$ cat src/design/ctp_pkg.sv
package ctp_pkg;
  localparam logic [7:0]  ADDR_LEAD_CTL = 8'h00;
  localparam logic [7:0]  ADDR_FOLL_CTL = 8'h04;
  localparam logic [7:0]  ADDR_LEAD_CNT = 8'h08;
  localparam logic [7:0]  ADDR_FOLL_CNT = 8'h0c;
  localparam logic [7:0]  ADDR_LEAD_PER = 8'h10;
  localparam logic [7:0]  ADDR_FOLL_PER = 8'h14;
  localparam logic [7:0]  ADDR_IRQ_FLAG = 8'h18;
  localparam logic [7:0]  ADDR_IRQ_CTL  = 8'h1c;
  localparam logic [7:0]  ADDR_PAIR_CNT = 8'h20;
  localparam int          BIT_RUN       = 15;
  localparam int          BIT_IDLE      = 13;
  localparam int          BIT_GATE      = 6;
  localparam int          BIT_PS_HI     = 5;
  localparam int          BIT_PS_LO     = 4;
  localparam int          BIT_WIDE      = 3;
  localparam int          BIT_SRC       = 1;
  localparam logic [15:0] LEAD_MASK     = 16'ha07a;
  localparam logic [15:0] FOLL_MASK     = 16'ha072;
  localparam logic [15:0] IRQC_MASK     = 16'h0773;
  localparam logic [15:0] CTL_RESET     = 16'h0000;
  localparam logic [15:0] CNT_RESET     = 16'h0000;
  localparam logic [15:0] PER_RESET     = 16'hffff;
  localparam logic [15:0] IRQC_RESET    = 16'h0000;
  localparam int          IRQ_IE_LEAD   = 0;
  localparam int          IRQ_IE_FOLL   = 1;
  localparam int          PRI_LEAD_LO   = 4;
  localparam int          PRI_FOLL_LO   = 8;
  localparam logic [7:0]  PS_MAX_1      = 8'h00;
  localparam logic [7:0]  PS_MAX_8      = 8'h07;
  localparam logic [7:0]  PS_MAX_64     = 8'h3f;
  localparam logic [7:0]  PS_MAX_256    = 8'hff;
  localparam logic [1:0]  RESP_OKAY     = 2'b00;
  localparam logic [1:0]  RESP_SLVERR   = 2'b10;

  typedef struct packed {
    logic       run;
    logic       idle_halt;
    logic       gate;
    logic [1:0] presc;
    logic       wide;
    logic       src;
  } ctp_ctl_t;

  typedef enum logic [1:0] {
    MODE_TIMER = 2'b00,
    MODE_GATED = 2'b01,
    MODE_COUNT = 2'b10
  } ctp_mode_t;

  function automatic ctp_ctl_t ctl_unpack(input logic [15:0] w);
    ctp_ctl_t c;
    c.run       = w[BIT_RUN];
    c.idle_halt = w[BIT_IDLE];
    c.gate      = w[BIT_GATE];
    c.presc     = w[BIT_PS_HI:BIT_PS_LO];
    c.wide      = w[BIT_WIDE];
    c.src       = w[BIT_SRC];
    return c;
  endfunction : ctl_unpack

  function automatic ctp_mode_t mode_of(input ctp_ctl_t c);
    if (c.src) return MODE_COUNT;
    if (c.gate) return MODE_GATED;
    return MODE_TIMER;
  endfunction : mode_of

  function automatic logic [7:0] presc_max(input logic [1:0] sel);
    case (sel)
      2'b00:   return PS_MAX_1;
      2'b01:   return PS_MAX_8;
      2'b10:   return PS_MAX_64;
      default: return PS_MAX_256;
    endcase
  endfunction : presc_max
endpackage : ctp_pkg

$ cat src/design/ctp_timer_pair.sv
`timescale 1ns/10ps
// Summary of operation
// - Lead external count synchronised after its prescaler
// - Follower external count synchronised before its prescaler
// - Timer/gated use system clock; counter uses pin
// - Source select bit 1 picks pin or clock
// - Gate bit 6 acts only with internal clock
// - Prescale codes divide by 1, 8, 64, 256
// - Wide bit 3 joins pair into 32 bits
// - Follower holds high word, lead low word
// - Wide mode uses lead control, follower idle only
// - Wide mode interrupts use follower flag controls
// - Pairing is fixed: second/third or fourth/fifth
// - Wide period compare uses follower high word
// - Count pair readable with follower as high
// - Run bit 15 starts and stops timer
// - Idle-stop bit 13 halts timer while idle
// - Unimplemented control bits read as zero
// - Follower period event triggers a conversion
// - Only second/third pair raises DMA requests
module ctp_timer_pair #(
  parameter logic PAIR_SEL = 1'b0
) (
  input  wire logic        sys_clk_in,
  input  wire logic        rst_b_in,
  input  wire logic [7:0]  s_axi_awaddr_in,
  input  wire logic        s_axi_awvalid_in,
  output logic             s_axi_awready_out,
  input  wire logic [31:0] s_axi_wdata_in,
  input  wire logic [3:0]  s_axi_wstrb_in,
  input  wire logic        s_axi_wvalid_in,
  output logic             s_axi_wready_out,
  output logic [1:0]       s_axi_bresp_out,
  output logic             s_axi_bvalid_out,
  input  wire logic        s_axi_bready_in,
  input  wire logic [7:0]  s_axi_araddr_in,
  input  wire logic        s_axi_arvalid_in,
  output logic             s_axi_arready_out,
  output logic [31:0]      s_axi_rdata_out,
  output logic [1:0]       s_axi_rresp_out,
  output logic             s_axi_rvalid_out,
  input  wire logic        s_axi_rready_in,
  input  wire logic        lead_count_pin_in,
  input  wire logic        foll_count_pin_in,
  input  wire logic        idle_mode_in,
  output logic             lead_irq_out,
  output logic             foll_irq_out,
  output logic [2:0]       lead_irq_prio_out,
  output logic [2:0]       foll_irq_prio_out,
  output logic             adc_trigger_out,
  output logic             dma_req_out
);

  ////////////////////////////////////////////////////////////////////
  logic [15:0]      ctl_r [2];
  logic [15:0]      cnt_r [2];
  logic [15:0]      cnt_nxt [2];
  logic [15:0]      per_r [2];
  logic [15:0]      irqc_r;
  logic [1:0]       flag_r;
  logic [1:0]       flag_nxt;
  logic [1:0]       flag_clr;
  logic [1:0]       cnt_wr;
  logic [1:0]       per_ev;
  logic [1:0]       gfall_ev;
  logic [1:0]       set_ev;
  logic [1:0]       busy;
  logic [1:0]       src_ev;
  logic [1:0]       ps_tick;
  logic [1:0]       tick;
  logic [1:0]       pin_s1_r;
  logic [1:0]       pin_s2_r;
  logic [1:0]       pin_s3_r;
  logic [7:0]       ps_r [2];
  logic             lead_tick_r;
  logic             wide;
  logic             match32;
  ctp_pkg::ctp_ctl_t eff [2];
  ctp_pkg::ctp_mode_t mode [2];

  logic [7:0]       aw_addr_r;
  logic             aw_hold_r;
  logic [15:0]      w_data_r;
  logic [3:0]       w_strb_r;
  logic             w_hold_r;
  logic             wr_fire;
  logic             bvalid_r;
  logic [1:0]       bresp_r;
  logic             rvalid_r;
  logic [31:0]      rdata_r;
  logic [1:0]       rresp_r;
  logic [31:0]      rd_word;
  logic             rd_hit;
  logic             wr_hit;

  function automatic logic [15:0] m16(input logic [15:0] old, input logic [15:0] d,
                                      input logic [3:0] s);
    return {s[1] ? d[15:8] : old[15:8], s[0] ? d[7:0] : old[7:0]};
  endfunction : m16

  ////////////////////////////////////////////////////////////////////
  // Effective control: in wide mode the follower mirrors the lead
  assign wide = ctl_r[0][ctp_pkg::BIT_WIDE];

  always_comb begin
    eff[0] = ctp_pkg::ctl_unpack(ctl_r[0]);
    eff[1] = ctp_pkg::ctl_unpack(ctl_r[1]);
    if (wide) begin
      // Either idle-stop bit halts the joined pair
      eff[0].idle_halt = eff[0].idle_halt | ctl_r[1][ctp_pkg::BIT_IDLE];
      eff[1] = eff[0];
    end
  end

  generate
    for (genvar i = 0; i < 2; i++) begin : g_tmr
      assign mode[i] = ctp_pkg::mode_of(eff[i]);
      assign busy[i] = eff[i].run && !(idle_mode_in && eff[i].idle_halt);

      always_ff @(posedge sys_clk_in or negedge rst_b_in) begin
        if (!rst_b_in) begin
          pin_s1_r[i] <= 1'b0;
          pin_s2_r[i] <= 1'b0;
          pin_s3_r[i] <= 1'b0;
        end else begin
          pin_s1_r[i] <= (i == 0) ? lead_count_pin_in : foll_count_pin_in;
          pin_s2_r[i] <= pin_s1_r[i];
          pin_s3_r[i] <= pin_s2_r[i];
        end
      end

      always_comb begin
        case (mode[i])
          ctp_pkg::MODE_TIMER: src_ev[i] = 1'b1;
          ctp_pkg::MODE_GATED: src_ev[i] = pin_s2_r[i];
          ctp_pkg::MODE_COUNT: src_ev[i] = pin_s2_r[i] & ~pin_s3_r[i];
          default:             src_ev[i] = 1'b0;
        endcase
      end

      assign gfall_ev[i] = busy[i] && (mode[i] == ctp_pkg::MODE_GATED)
                           && !pin_s2_r[i] && pin_s3_r[i];
      assign ps_tick[i] = busy[i] && src_ev[i]
                          && (ps_r[i] == ctp_pkg::presc_max(eff[i].presc));

      always_ff @(posedge sys_clk_in or negedge rst_b_in) begin
        if (!rst_b_in) begin
          ps_r[i] <= 8'h00;
        end else if (!busy[i]) begin
          ps_r[i] <= 8'h00;
        end else if (src_ev[i]) begin
          ps_r[i] <= ps_tick[i] ? 8'h00 : ps_r[i] + 8'h01;
        end
      end

      a_presc_limit: assert property (@(posedge sys_clk_in) disable iff (!rst_b_in)
        ps_r[i] <= ctp_pkg::presc_max(eff[i].presc) || $changed(eff[i].presc))
        else $error("prescaler ran past its limit");
    end
  endgenerate

  // The follower pin was synchronised first and then prescaled; the lead pin is
  // prescaled on the sampled edges and its tick passes one more register stage
  always_ff @(posedge sys_clk_in or negedge rst_b_in) begin
    if (!rst_b_in) begin
      lead_tick_r <= 1'b0;
    end else begin
      lead_tick_r <= ps_tick[0];
    end
  end

  assign tick[0] = (mode[0] == ctp_pkg::MODE_COUNT) ? (lead_tick_r & busy[0])
                                                     : ps_tick[0];
  assign tick[1] = ps_tick[1];

  ////////////////////////////////////////////////////////////////////
  // Counting
  assign match32 = {cnt_r[1], cnt_r[0]} == {per_r[1], per_r[0]};

  always_comb begin
    cnt_nxt[0] = cnt_r[0];
    cnt_nxt[1] = cnt_r[1];
    per_ev     = 2'b00;
    if (wide) begin
      if (tick[0]) begin
        if (match32) begin
          {cnt_nxt[1], cnt_nxt[0]} = 32'h0000_0000;
          per_ev[1] = 1'b1;
        end else begin
          {cnt_nxt[1], cnt_nxt[0]} = {cnt_r[1], cnt_r[0]} + 32'h0000_0001;
        end
      end
    end else begin
      for (int i = 0; i < 2; i++) begin
        if (tick[i]) begin
          if (cnt_r[i] == per_r[i]) begin
            cnt_nxt[i] = 16'h0000;
            per_ev[i]  = 1'b1;
          end else begin
            cnt_nxt[i] = cnt_r[i] + 16'h0001;
          end
        end
      end
    end
    for (int i = 0; i < 2; i++) begin
      if (cnt_wr[i]) begin
        cnt_nxt[i] = w_data_r;
      end
    end
  end

  always_ff @(posedge sys_clk_in or negedge rst_b_in) begin
    if (!rst_b_in) begin
      cnt_r[0] <= ctp_pkg::CNT_RESET;
      cnt_r[1] <= ctp_pkg::CNT_RESET;
    end else begin
      cnt_r[0] <= cnt_nxt[0];
      cnt_r[1] <= cnt_nxt[1];
    end
  end

  a_wrap_zero: assert property (@(posedge sys_clk_in) disable iff (!rst_b_in)
    !wide && tick[0] && cnt_r[0] == per_r[0] && !cnt_wr[0] |=> cnt_r[0] == 16'h0000)
    else $error("lead counter did not wrap at period");
  a_wide_carry: assert property (@(posedge sys_clk_in) disable iff (!rst_b_in)
    wide && tick[0] && !match32 && cnt_r[0] == 16'hffff && cnt_wr == 2'b00
    |=> cnt_r[0] == 16'h0000 && cnt_r[1] == $past(cnt_r[1]) + 16'h0001)
    else $error("wide count did not carry into high word");
  a_stop_hold: assert property (@(posedge sys_clk_in) disable iff (!rst_b_in)
    !busy[0] && !wide && !cnt_wr[0] |=> $stable(cnt_r[0]))
    else $error("stopped lead counter moved");

  ////////////////////////////////////////////////////////////////////
  // Flags: a set in the same cycle as a clear wins
  assign set_ev[0] = !wide && (per_ev[0] || gfall_ev[0]);
  assign set_ev[1] = per_ev[1] || (wide ? gfall_ev[0] : gfall_ev[1]);
  assign flag_nxt  = (flag_r & ~flag_clr) | set_ev;

  always_ff @(posedge sys_clk_in or negedge rst_b_in) begin
    if (!rst_b_in) begin
      flag_r <= 2'b00;
    end else begin
      flag_r <= flag_nxt;
    end
  end

  always_ff @(posedge sys_clk_in or negedge rst_b_in) begin
    if (!rst_b_in) begin
      lead_irq_out      <= 1'b0;
      foll_irq_out      <= 1'b0;
      lead_irq_prio_out <= 3'h0;
      foll_irq_prio_out <= 3'h0;
      adc_trigger_out   <= 1'b0;
      dma_req_out       <= 1'b0;
    end else begin
      lead_irq_out      <= !wide && flag_nxt[0] && irqc_r[ctp_pkg::IRQ_IE_LEAD];
      foll_irq_out      <= flag_nxt[1] && irqc_r[ctp_pkg::IRQ_IE_FOLL];
      lead_irq_prio_out <= irqc_r[ctp_pkg::PRI_LEAD_LO +: 3];
      foll_irq_prio_out <= irqc_r[ctp_pkg::PRI_FOLL_LO +: 3];
      adc_trigger_out   <= per_ev[1];
      dma_req_out       <= (PAIR_SEL == 1'b0) && (per_ev != 2'b00);
    end
  end

  a_flag_set: assert property (@(posedge sys_clk_in) disable iff (!rst_b_in)
    set_ev[1] |=> flag_r[1] ##1 (flag_r[1] || $past(flag_clr[1])))
    else $error("follower flag lost after its event");
  a_wide_lead_quiet: assert property (@(posedge sys_clk_in) disable iff (!rst_b_in)
    $rose(flag_r[0]) |-> !$past(wide))
    else $error("lead flag rose in wide mode");
  a_gate_fall: assert property (@(posedge sys_clk_in) disable iff (!rst_b_in)
    !wide && busy[0] && mode[0] == ctp_pkg::MODE_GATED && $fell(pin_s2_r[0])
    |=> flag_r[0])
    else $error("gate fall did not raise flag");
  a_dma_pair: assert property (@(posedge sys_clk_in) disable iff (!rst_b_in)
    dma_req_out |-> PAIR_SEL == 1'b0 && $past(per_ev) != 2'b00)
    else $error("dma request without period match or from second pair");
  a_adc_trig: assert property (@(posedge sys_clk_in) disable iff (!rst_b_in)
    per_ev[1] |=> adc_trigger_out ##1 !adc_trigger_out || $past(per_ev[1]))
    else $error("conversion trigger not pulsed");

  ////////////////////////////////////////////////////////////////////
  // AXI4-Lite write channel
  assign s_axi_awready_out = !aw_hold_r;
  assign s_axi_wready_out  = !w_hold_r;
  assign s_axi_bvalid_out  = bvalid_r;
  assign s_axi_bresp_out   = bresp_r;
  assign wr_fire           = aw_hold_r && w_hold_r && !bvalid_r;

  always_ff @(posedge sys_clk_in or negedge rst_b_in) begin
    if (!rst_b_in) begin
      aw_hold_r <= 1'b0;
      aw_addr_r <= 8'h00;
      w_hold_r  <= 1'b0;
      w_data_r  <= 16'h0000;
      w_strb_r  <= 4'h0;
      bvalid_r  <= 1'b0;
      bresp_r   <= ctp_pkg::RESP_OKAY;
    end else begin
      if (s_axi_awvalid_in && !aw_hold_r) begin
        aw_hold_r <= 1'b1;
        aw_addr_r <= s_axi_awaddr_in;
      end else if (wr_fire) begin
        aw_hold_r <= 1'b0;
      end
      if (s_axi_wvalid_in && !w_hold_r) begin
        w_hold_r <= 1'b1;
        w_data_r <= s_axi_wdata_in[15:0];
        w_strb_r <= s_axi_wstrb_in;
      end else if (wr_fire) begin
        w_hold_r <= 1'b0;
      end
      if (wr_fire) begin
        bvalid_r <= 1'b1;
        bresp_r  <= wr_hit ? ctp_pkg::RESP_OKAY : ctp_pkg::RESP_SLVERR;
      end else if (s_axi_bready_in) begin
        bvalid_r <= 1'b0;
      end
    end
  end

  always_comb begin
    case (aw_addr_r)
      ctp_pkg::ADDR_LEAD_CTL, ctp_pkg::ADDR_FOLL_CTL,
      ctp_pkg::ADDR_LEAD_CNT, ctp_pkg::ADDR_FOLL_CNT,
      ctp_pkg::ADDR_LEAD_PER, ctp_pkg::ADDR_FOLL_PER,
      ctp_pkg::ADDR_IRQ_FLAG, ctp_pkg::ADDR_IRQ_CTL: wr_hit = 1'b1;
      default:                                       wr_hit = 1'b0;
    endcase
  end

  assign cnt_wr[0] = wr_fire && aw_addr_r == ctp_pkg::ADDR_LEAD_CNT && w_strb_r[1:0] == 2'b11;
  assign cnt_wr[1] = wr_fire && aw_addr_r == ctp_pkg::ADDR_FOLL_CNT && w_strb_r[1:0] == 2'b11;
  assign flag_clr  = (wr_fire && aw_addr_r == ctp_pkg::ADDR_IRQ_FLAG && w_strb_r[0])
                     ? w_data_r[1:0] : 2'b00;

  // Control writes store implemented bits only, so readback needs no masking
  always_ff @(posedge sys_clk_in or negedge rst_b_in) begin
    if (!rst_b_in) begin
      ctl_r[0] <= ctp_pkg::CTL_RESET;
      ctl_r[1] <= ctp_pkg::CTL_RESET;
      per_r[0] <= ctp_pkg::PER_RESET;
      per_r[1] <= ctp_pkg::PER_RESET;
      irqc_r   <= ctp_pkg::IRQC_RESET;
    end else if (wr_fire) begin
      case (aw_addr_r)
        ctp_pkg::ADDR_LEAD_CTL: ctl_r[0] <= m16(ctl_r[0], w_data_r, w_strb_r)
                                            & ctp_pkg::LEAD_MASK;
        ctp_pkg::ADDR_FOLL_CTL: ctl_r[1] <= m16(ctl_r[1], w_data_r, w_strb_r)
                                            & ctp_pkg::FOLL_MASK;
        ctp_pkg::ADDR_LEAD_PER: per_r[0] <= m16(per_r[0], w_data_r, w_strb_r);
        ctp_pkg::ADDR_FOLL_PER: per_r[1] <= m16(per_r[1], w_data_r, w_strb_r);
        ctp_pkg::ADDR_IRQ_CTL:  irqc_r   <= m16(irqc_r, w_data_r, w_strb_r)
                                            & ctp_pkg::IRQC_MASK;
        default: ;
      endcase
    end
  end

  a_rsvd_zero: assert property (@(posedge sys_clk_in) disable iff (!rst_b_in)
    (ctl_r[0] & ~ctp_pkg::LEAD_MASK) == 16'h0000)
    else $error("unimplemented control bit set");

  ////////////////////////////////////////////////////////////////////
  // AXI4-Lite read channel
  assign s_axi_arready_out = !rvalid_r;
  assign s_axi_rvalid_out  = rvalid_r;
  assign s_axi_rdata_out   = rdata_r;
  assign s_axi_rresp_out   = rresp_r;

  always_comb begin
    rd_hit  = 1'b1;
    rd_word = 32'h0000_0000;
    case (s_axi_araddr_in)
      ctp_pkg::ADDR_LEAD_CTL: rd_word[15:0] = ctl_r[0];
      ctp_pkg::ADDR_FOLL_CTL: rd_word[15:0] = ctl_r[1];
      ctp_pkg::ADDR_LEAD_CNT: rd_word[15:0] = cnt_r[0];
      ctp_pkg::ADDR_FOLL_CNT: rd_word[15:0] = cnt_r[1];
      ctp_pkg::ADDR_LEAD_PER: rd_word[15:0] = per_r[0];
      ctp_pkg::ADDR_FOLL_PER: rd_word[15:0] = per_r[1];
      ctp_pkg::ADDR_IRQ_FLAG: rd_word[1:0]  = flag_r;
      ctp_pkg::ADDR_IRQ_CTL:  rd_word[15:0] = irqc_r;
      ctp_pkg::ADDR_PAIR_CNT: rd_word       = {cnt_r[1], cnt_r[0]};
      default:                rd_hit        = 1'b0;
    endcase
  end

  always_ff @(posedge sys_clk_in or negedge rst_b_in) begin
    if (!rst_b_in) begin
      rvalid_r <= 1'b0;
      rdata_r  <= 32'h0000_0000;
      rresp_r  <= ctp_pkg::RESP_OKAY;
    end else if (s_axi_arvalid_in && !rvalid_r) begin
      rvalid_r <= 1'b1;
      rdata_r  <= rd_word;
      rresp_r  <= rd_hit ? ctp_pkg::RESP_OKAY : ctp_pkg::RESP_SLVERR;
    end else if (s_axi_rready_in) begin
      rvalid_r <= 1'b0;
    end
  end

endmodule : ctp_timer_pair

$ cat config.mk
export PLATFORM = sky130hd
export DESIGN_NAME = ctp_timer_pair
export DESIGN_NICKNAME = d
export VERILOG_FILES = /design/src/design/ctp_pkg.sv /design/src/design/ctp_timer_pair.sv
export SDC_FILE = /design/constraint.sdc
export NUM_CORES = 1
export LEC_CHECK = 0
export BUFFER_PORTS_ARGS = -buffer_cell sky130_fd_sc_hd__buf_2
export CORE_MARGIN = 2
export CORE_UTILIZATION = 40
export CTS_CLUSTER_DIAMETER = 60
export DETAILED_ROUTE_END_ITERATION = 8
export GPL_ROUTABILITY_DRIVEN = 0
export SYNTH_ARGS = -nofsm -noshare
export SYNTH_HDL_FRONTEND = slang
export SYNTH_SLANG_ARGS = --single-unit
$ cat constraint.sdc
create_clock -name sys_clk_in -period 2.3 [get_ports sys_clk_in]
set_input_delay 0.23 -clock sys_clk_in [delete_from_list [all_inputs] [get_ports sys_clk_in]]
set_output_delay 0.23 -clock sys_clk_in [all_outputs]
set_load 0.01 [all_outputs]
==> metrics.md <==
| Metric | Value |
|---|---|
| Final wirelength | about 29 mm |
| CP bufs+invs | 4 |
| Initial antenna violation count | 0 |
| Vias/cell | 5.54 |
| Fin util | a little over half |
| Status | finished with violations |
| Slowest CP cell | or4_4 |
| Root buffer cell | clkbuf_16 |
| Period Utilization, post-route | 109% |
| Mapped Cells | 911 |
| Syn avg cell area | about 10 um^2 |
| Port bufs | 92 |
| Unrepaired setup endpoints after global routing | yes |
| Failing checks | setup timing |
| CTS Buf Count | 17 |
| R2r setup slk | -220 ps |
| DR DRC count | 0 |
| IO Count | ~110 |
| DIE AREA | 24700 um^2 |
| Maximum VDD drop | about 0.54 mV |
| Most frequent cells in the layout | buf_4, dfrtp_1, nand2_1, buf_2, mux2_2 |
| Largest net degree at the start of global routing | 74 |
| Final HPWL DP | 21.0 mm |
| Num rows | 56 |
| Area after DPL | 11500 um^2 |
| Diodes inserted | 0 |
| Worst skew pair latency | ~450 ps |
| Share of layout cells above drive strength 1 | 41.8% |
| CP startpoint kind | flip-flop |
| Clock sink total | 184 |
| Commonest register cell after synthesis | dfrtp_1 |
| Routed length per instance | ~19 um |
| EDFF count, synth | 0 |
| Highest clock rate | a little under 0.4 GHz |
| Vias in the first global route | about 8300 |
| Critical path's largest stage delay | between 400 and 500 ps |
| First-pass GRT wire length | around 46 mm |
| Critical path capture point type | flip-flop |
| Final min period | 2520 ps |
| Worst Path Class, Setup | flip-flop to flip-flop |
| Final nets | around 1300 |
| Initial DRC count | 660 |
| Total global routing overflow | 0 |
| Yosys cell types | 78 |
| Arr. time, crit path | ~2900 ps |
| CP max FO | 5 |
| Max H-tree Level | 4 |
| Yosys reg bits | between 150 and 200 |
| Worst-path clk slew | approximately 80 ps |
| Post-synthesis sequential area ratio | between 40% and 50% |
| Die Y | roughly 160 um |
| Cell area after synthesis | 9400 um^2 |
| Vias post-DR | about 8400 |
| Critical Path RT | 2630 ps |
| Final ANT Viol Nets | 0 |
| Pwr dens | 849 nW/um^2 |
| Max Slew Vio Count | 0 |
| Core Region | about 23000 um^2 |
| Post-synth ARST share | 100% |
| Hold Vio Cnt, Final | 0 |
| Worst slew margin | 54.9% |
| Drt pass-1 iters | 5 |
| Worst-case clock buffer depth | 2 |
| Post-Place Worst Slack | -576 ps |
| Final setup viols | 36 |
| Min Hold Slack | roughly 11 ps |
| Width of the die | about 160 um |
| MaxCap Viol Count | 0 |
| Cell family with the largest share of critical-path delay | compound AO/OA/AOI/OAI gates |
| Most common cell after layout, fill and taps aside | buf_4 |
| Critical-path cell list | buf_6 > or4_4 > o22ai_4 > a41oi_4 > buf_4 > nor2_4 > buf_12 > buf_4 > a211oi_4 > a211o_1 > o21a_1 |
| GRT Util Overall | about a quarter |
| Worst Hold Class | input pin to flip-flop |
| Fin area | ~13000 um^2 |
| CTS tree | built |
| Area Growth Syn to Fin | 35.1% |
| Skew final | 11.4 ps |
| Pleak | 0.00592 uW |
| Initial Util | roughly two fifths |
| Final worst slack | -216 ps |
| Fill count | around 2100 |
| Most used cell, CP | buf_4 |
| YS warnings | 0 |
| Least-Margin Pin Slew | slightly below 700 ps |
per-layer routing:
metal	up-vias	track usage [%]	part of all wire, %
met2	310	37.9	45
li1	3916	-	-
met1	4146	34.2	46
met5	-	0	0
met4	0	8.66	2.6
met3	66	5.64	7.1
layout make-up:
cell class	instances	area (um^2)	share of cell area, %
Tap cell	319	399	3.14
Clock buffer	18	429	3.38
Sequential cell	184	4650	36.6
Timing Repair Buffer	304	2200	17.3
Multi-Input combinational cell	662	4790	37.7
Clock inverter	14	153	1.20
Inverter	22	82.6	0.650
worst paths after layout:
path | startpoint | endpoint | cells after the start
max | ctl_r[21] | cnt_r[8] | 11
min | s_axi_wdata_in[14] | w_data_r[14] | 2
max reg2reg | ctl_r[21] | cnt_r[8] | 11
min reg2reg | pin_s1_r[1] | pin_s2_r[1] | 0
max in group asynchronous | rst_b_in | per_r[29] | 3
min in group asynchronous | rst_b_in | s_axi_rdata_out[26] | 2
stage by stage:
stage          total power [uW]  cells  TNS [ps]
2_1_floorplan              5840    912         0
3_3_place_gp               7310   1461    -11940
3_5_place_dp               7370   1461    -13520
4_1_cts                   10700   1519     -4010
5_1_grt                   11300   1523     -6770
6_report                  10800   1523     -4180
cells in the mapped netlist (5+ instances only):
library cell / number / area, um^2
a22oi_1: 13 / 97.6
nor4_1: 12 / 75.1
o21ai_0: 73 / 365
or3_1: 8 / 50.1
a21oi_1: 35 / 175
and2_1: 6 / 37.5
xor2_1: 32 / 280
a31oi_1: 8 / 50.1
dfrtp_1: 152 / 3800
mux2i_1: 12 / 120
nand2b_1: 5 / 31.3
o22ai_1: 8 / 50.1
inv_1: 22 / 82.6
dfstp_2: 32 / 841
nor2_1: 46 / 173
a21o_1: 11 / 82.6
nor2b_1: 12 / 75.1
a222oi_1: 8 / 80.1
o31ai_1: 10 / 75.1
mux2_2: 85 / 957
nand2_1: 96 / 360
buf_2: 18 / 90.1
and3_1: 18 / 113
a221oi_1: 6 / 52.6
nand4_1: 11 / 68.8
clkbuf_1: 19 / 71.3
and4_1: 5 / 43.8
nand3_1: 35 / 175
nor3_1: 23 / 115
a221o_1: 9 / 90.1
o211ai_1: 5 / 37.5
cell families (layout without fill, tap and decap cells):
| family | Yosys count | in the layout | synth area share [%] |
|---|---|---|---|
| DFF | 184 | 184 | 49.4 |
| AOI/OAI and AO/OA | 223 | 226 | 15.8 |
| muxes | 97 | 97 | 11.5 |
| buffers and inverters | 69 | 358 | 3.37 |
| and+or+nand+nor | 297 | 297 | 16.0 |
| xor gates and xnor gates | 36 | 36 | 3.36 |
| adders and majority gates | 4 | 4 | 0.533 |
| other | 1 | 2 | 0.0399 |
flip-flops by register name (all words and copies together) (netlist names), 3 cells and up:
name / count
lead_irq_prio_out: 3
aw_addr_r: 8
s_axi_rdata_out: 32
w_data_r: 16
ps_r: 16
foll_irq_prio_out: 3
ctl_r: 13
per_r: 32
cnt_r: 32
irqc_r: 8
repair_timing:
| item | CTS | global route |
|---|---|---|
| gates cloned | 2 | 1 |
| hold endpoints to repair | 58 | 1 |
| setup endpoints to repair | 37 | 37 |
| resized for setup | 59 | 21 |
| pin swaps | 26 | 8 |
| hold buffers | 4 | 1 |
| setup buffers | 22 | 3 |
report_power, final:
group	total, uW	switching [uW]	internal, uW	leakage (uW)
Combinational	3210	1580	1630	0.00333
Clock	2950	1400	1550	0.000289
Sequential	4620	782	3840	0.00230
Note: power is estimated with default switching activity, not from simulation.
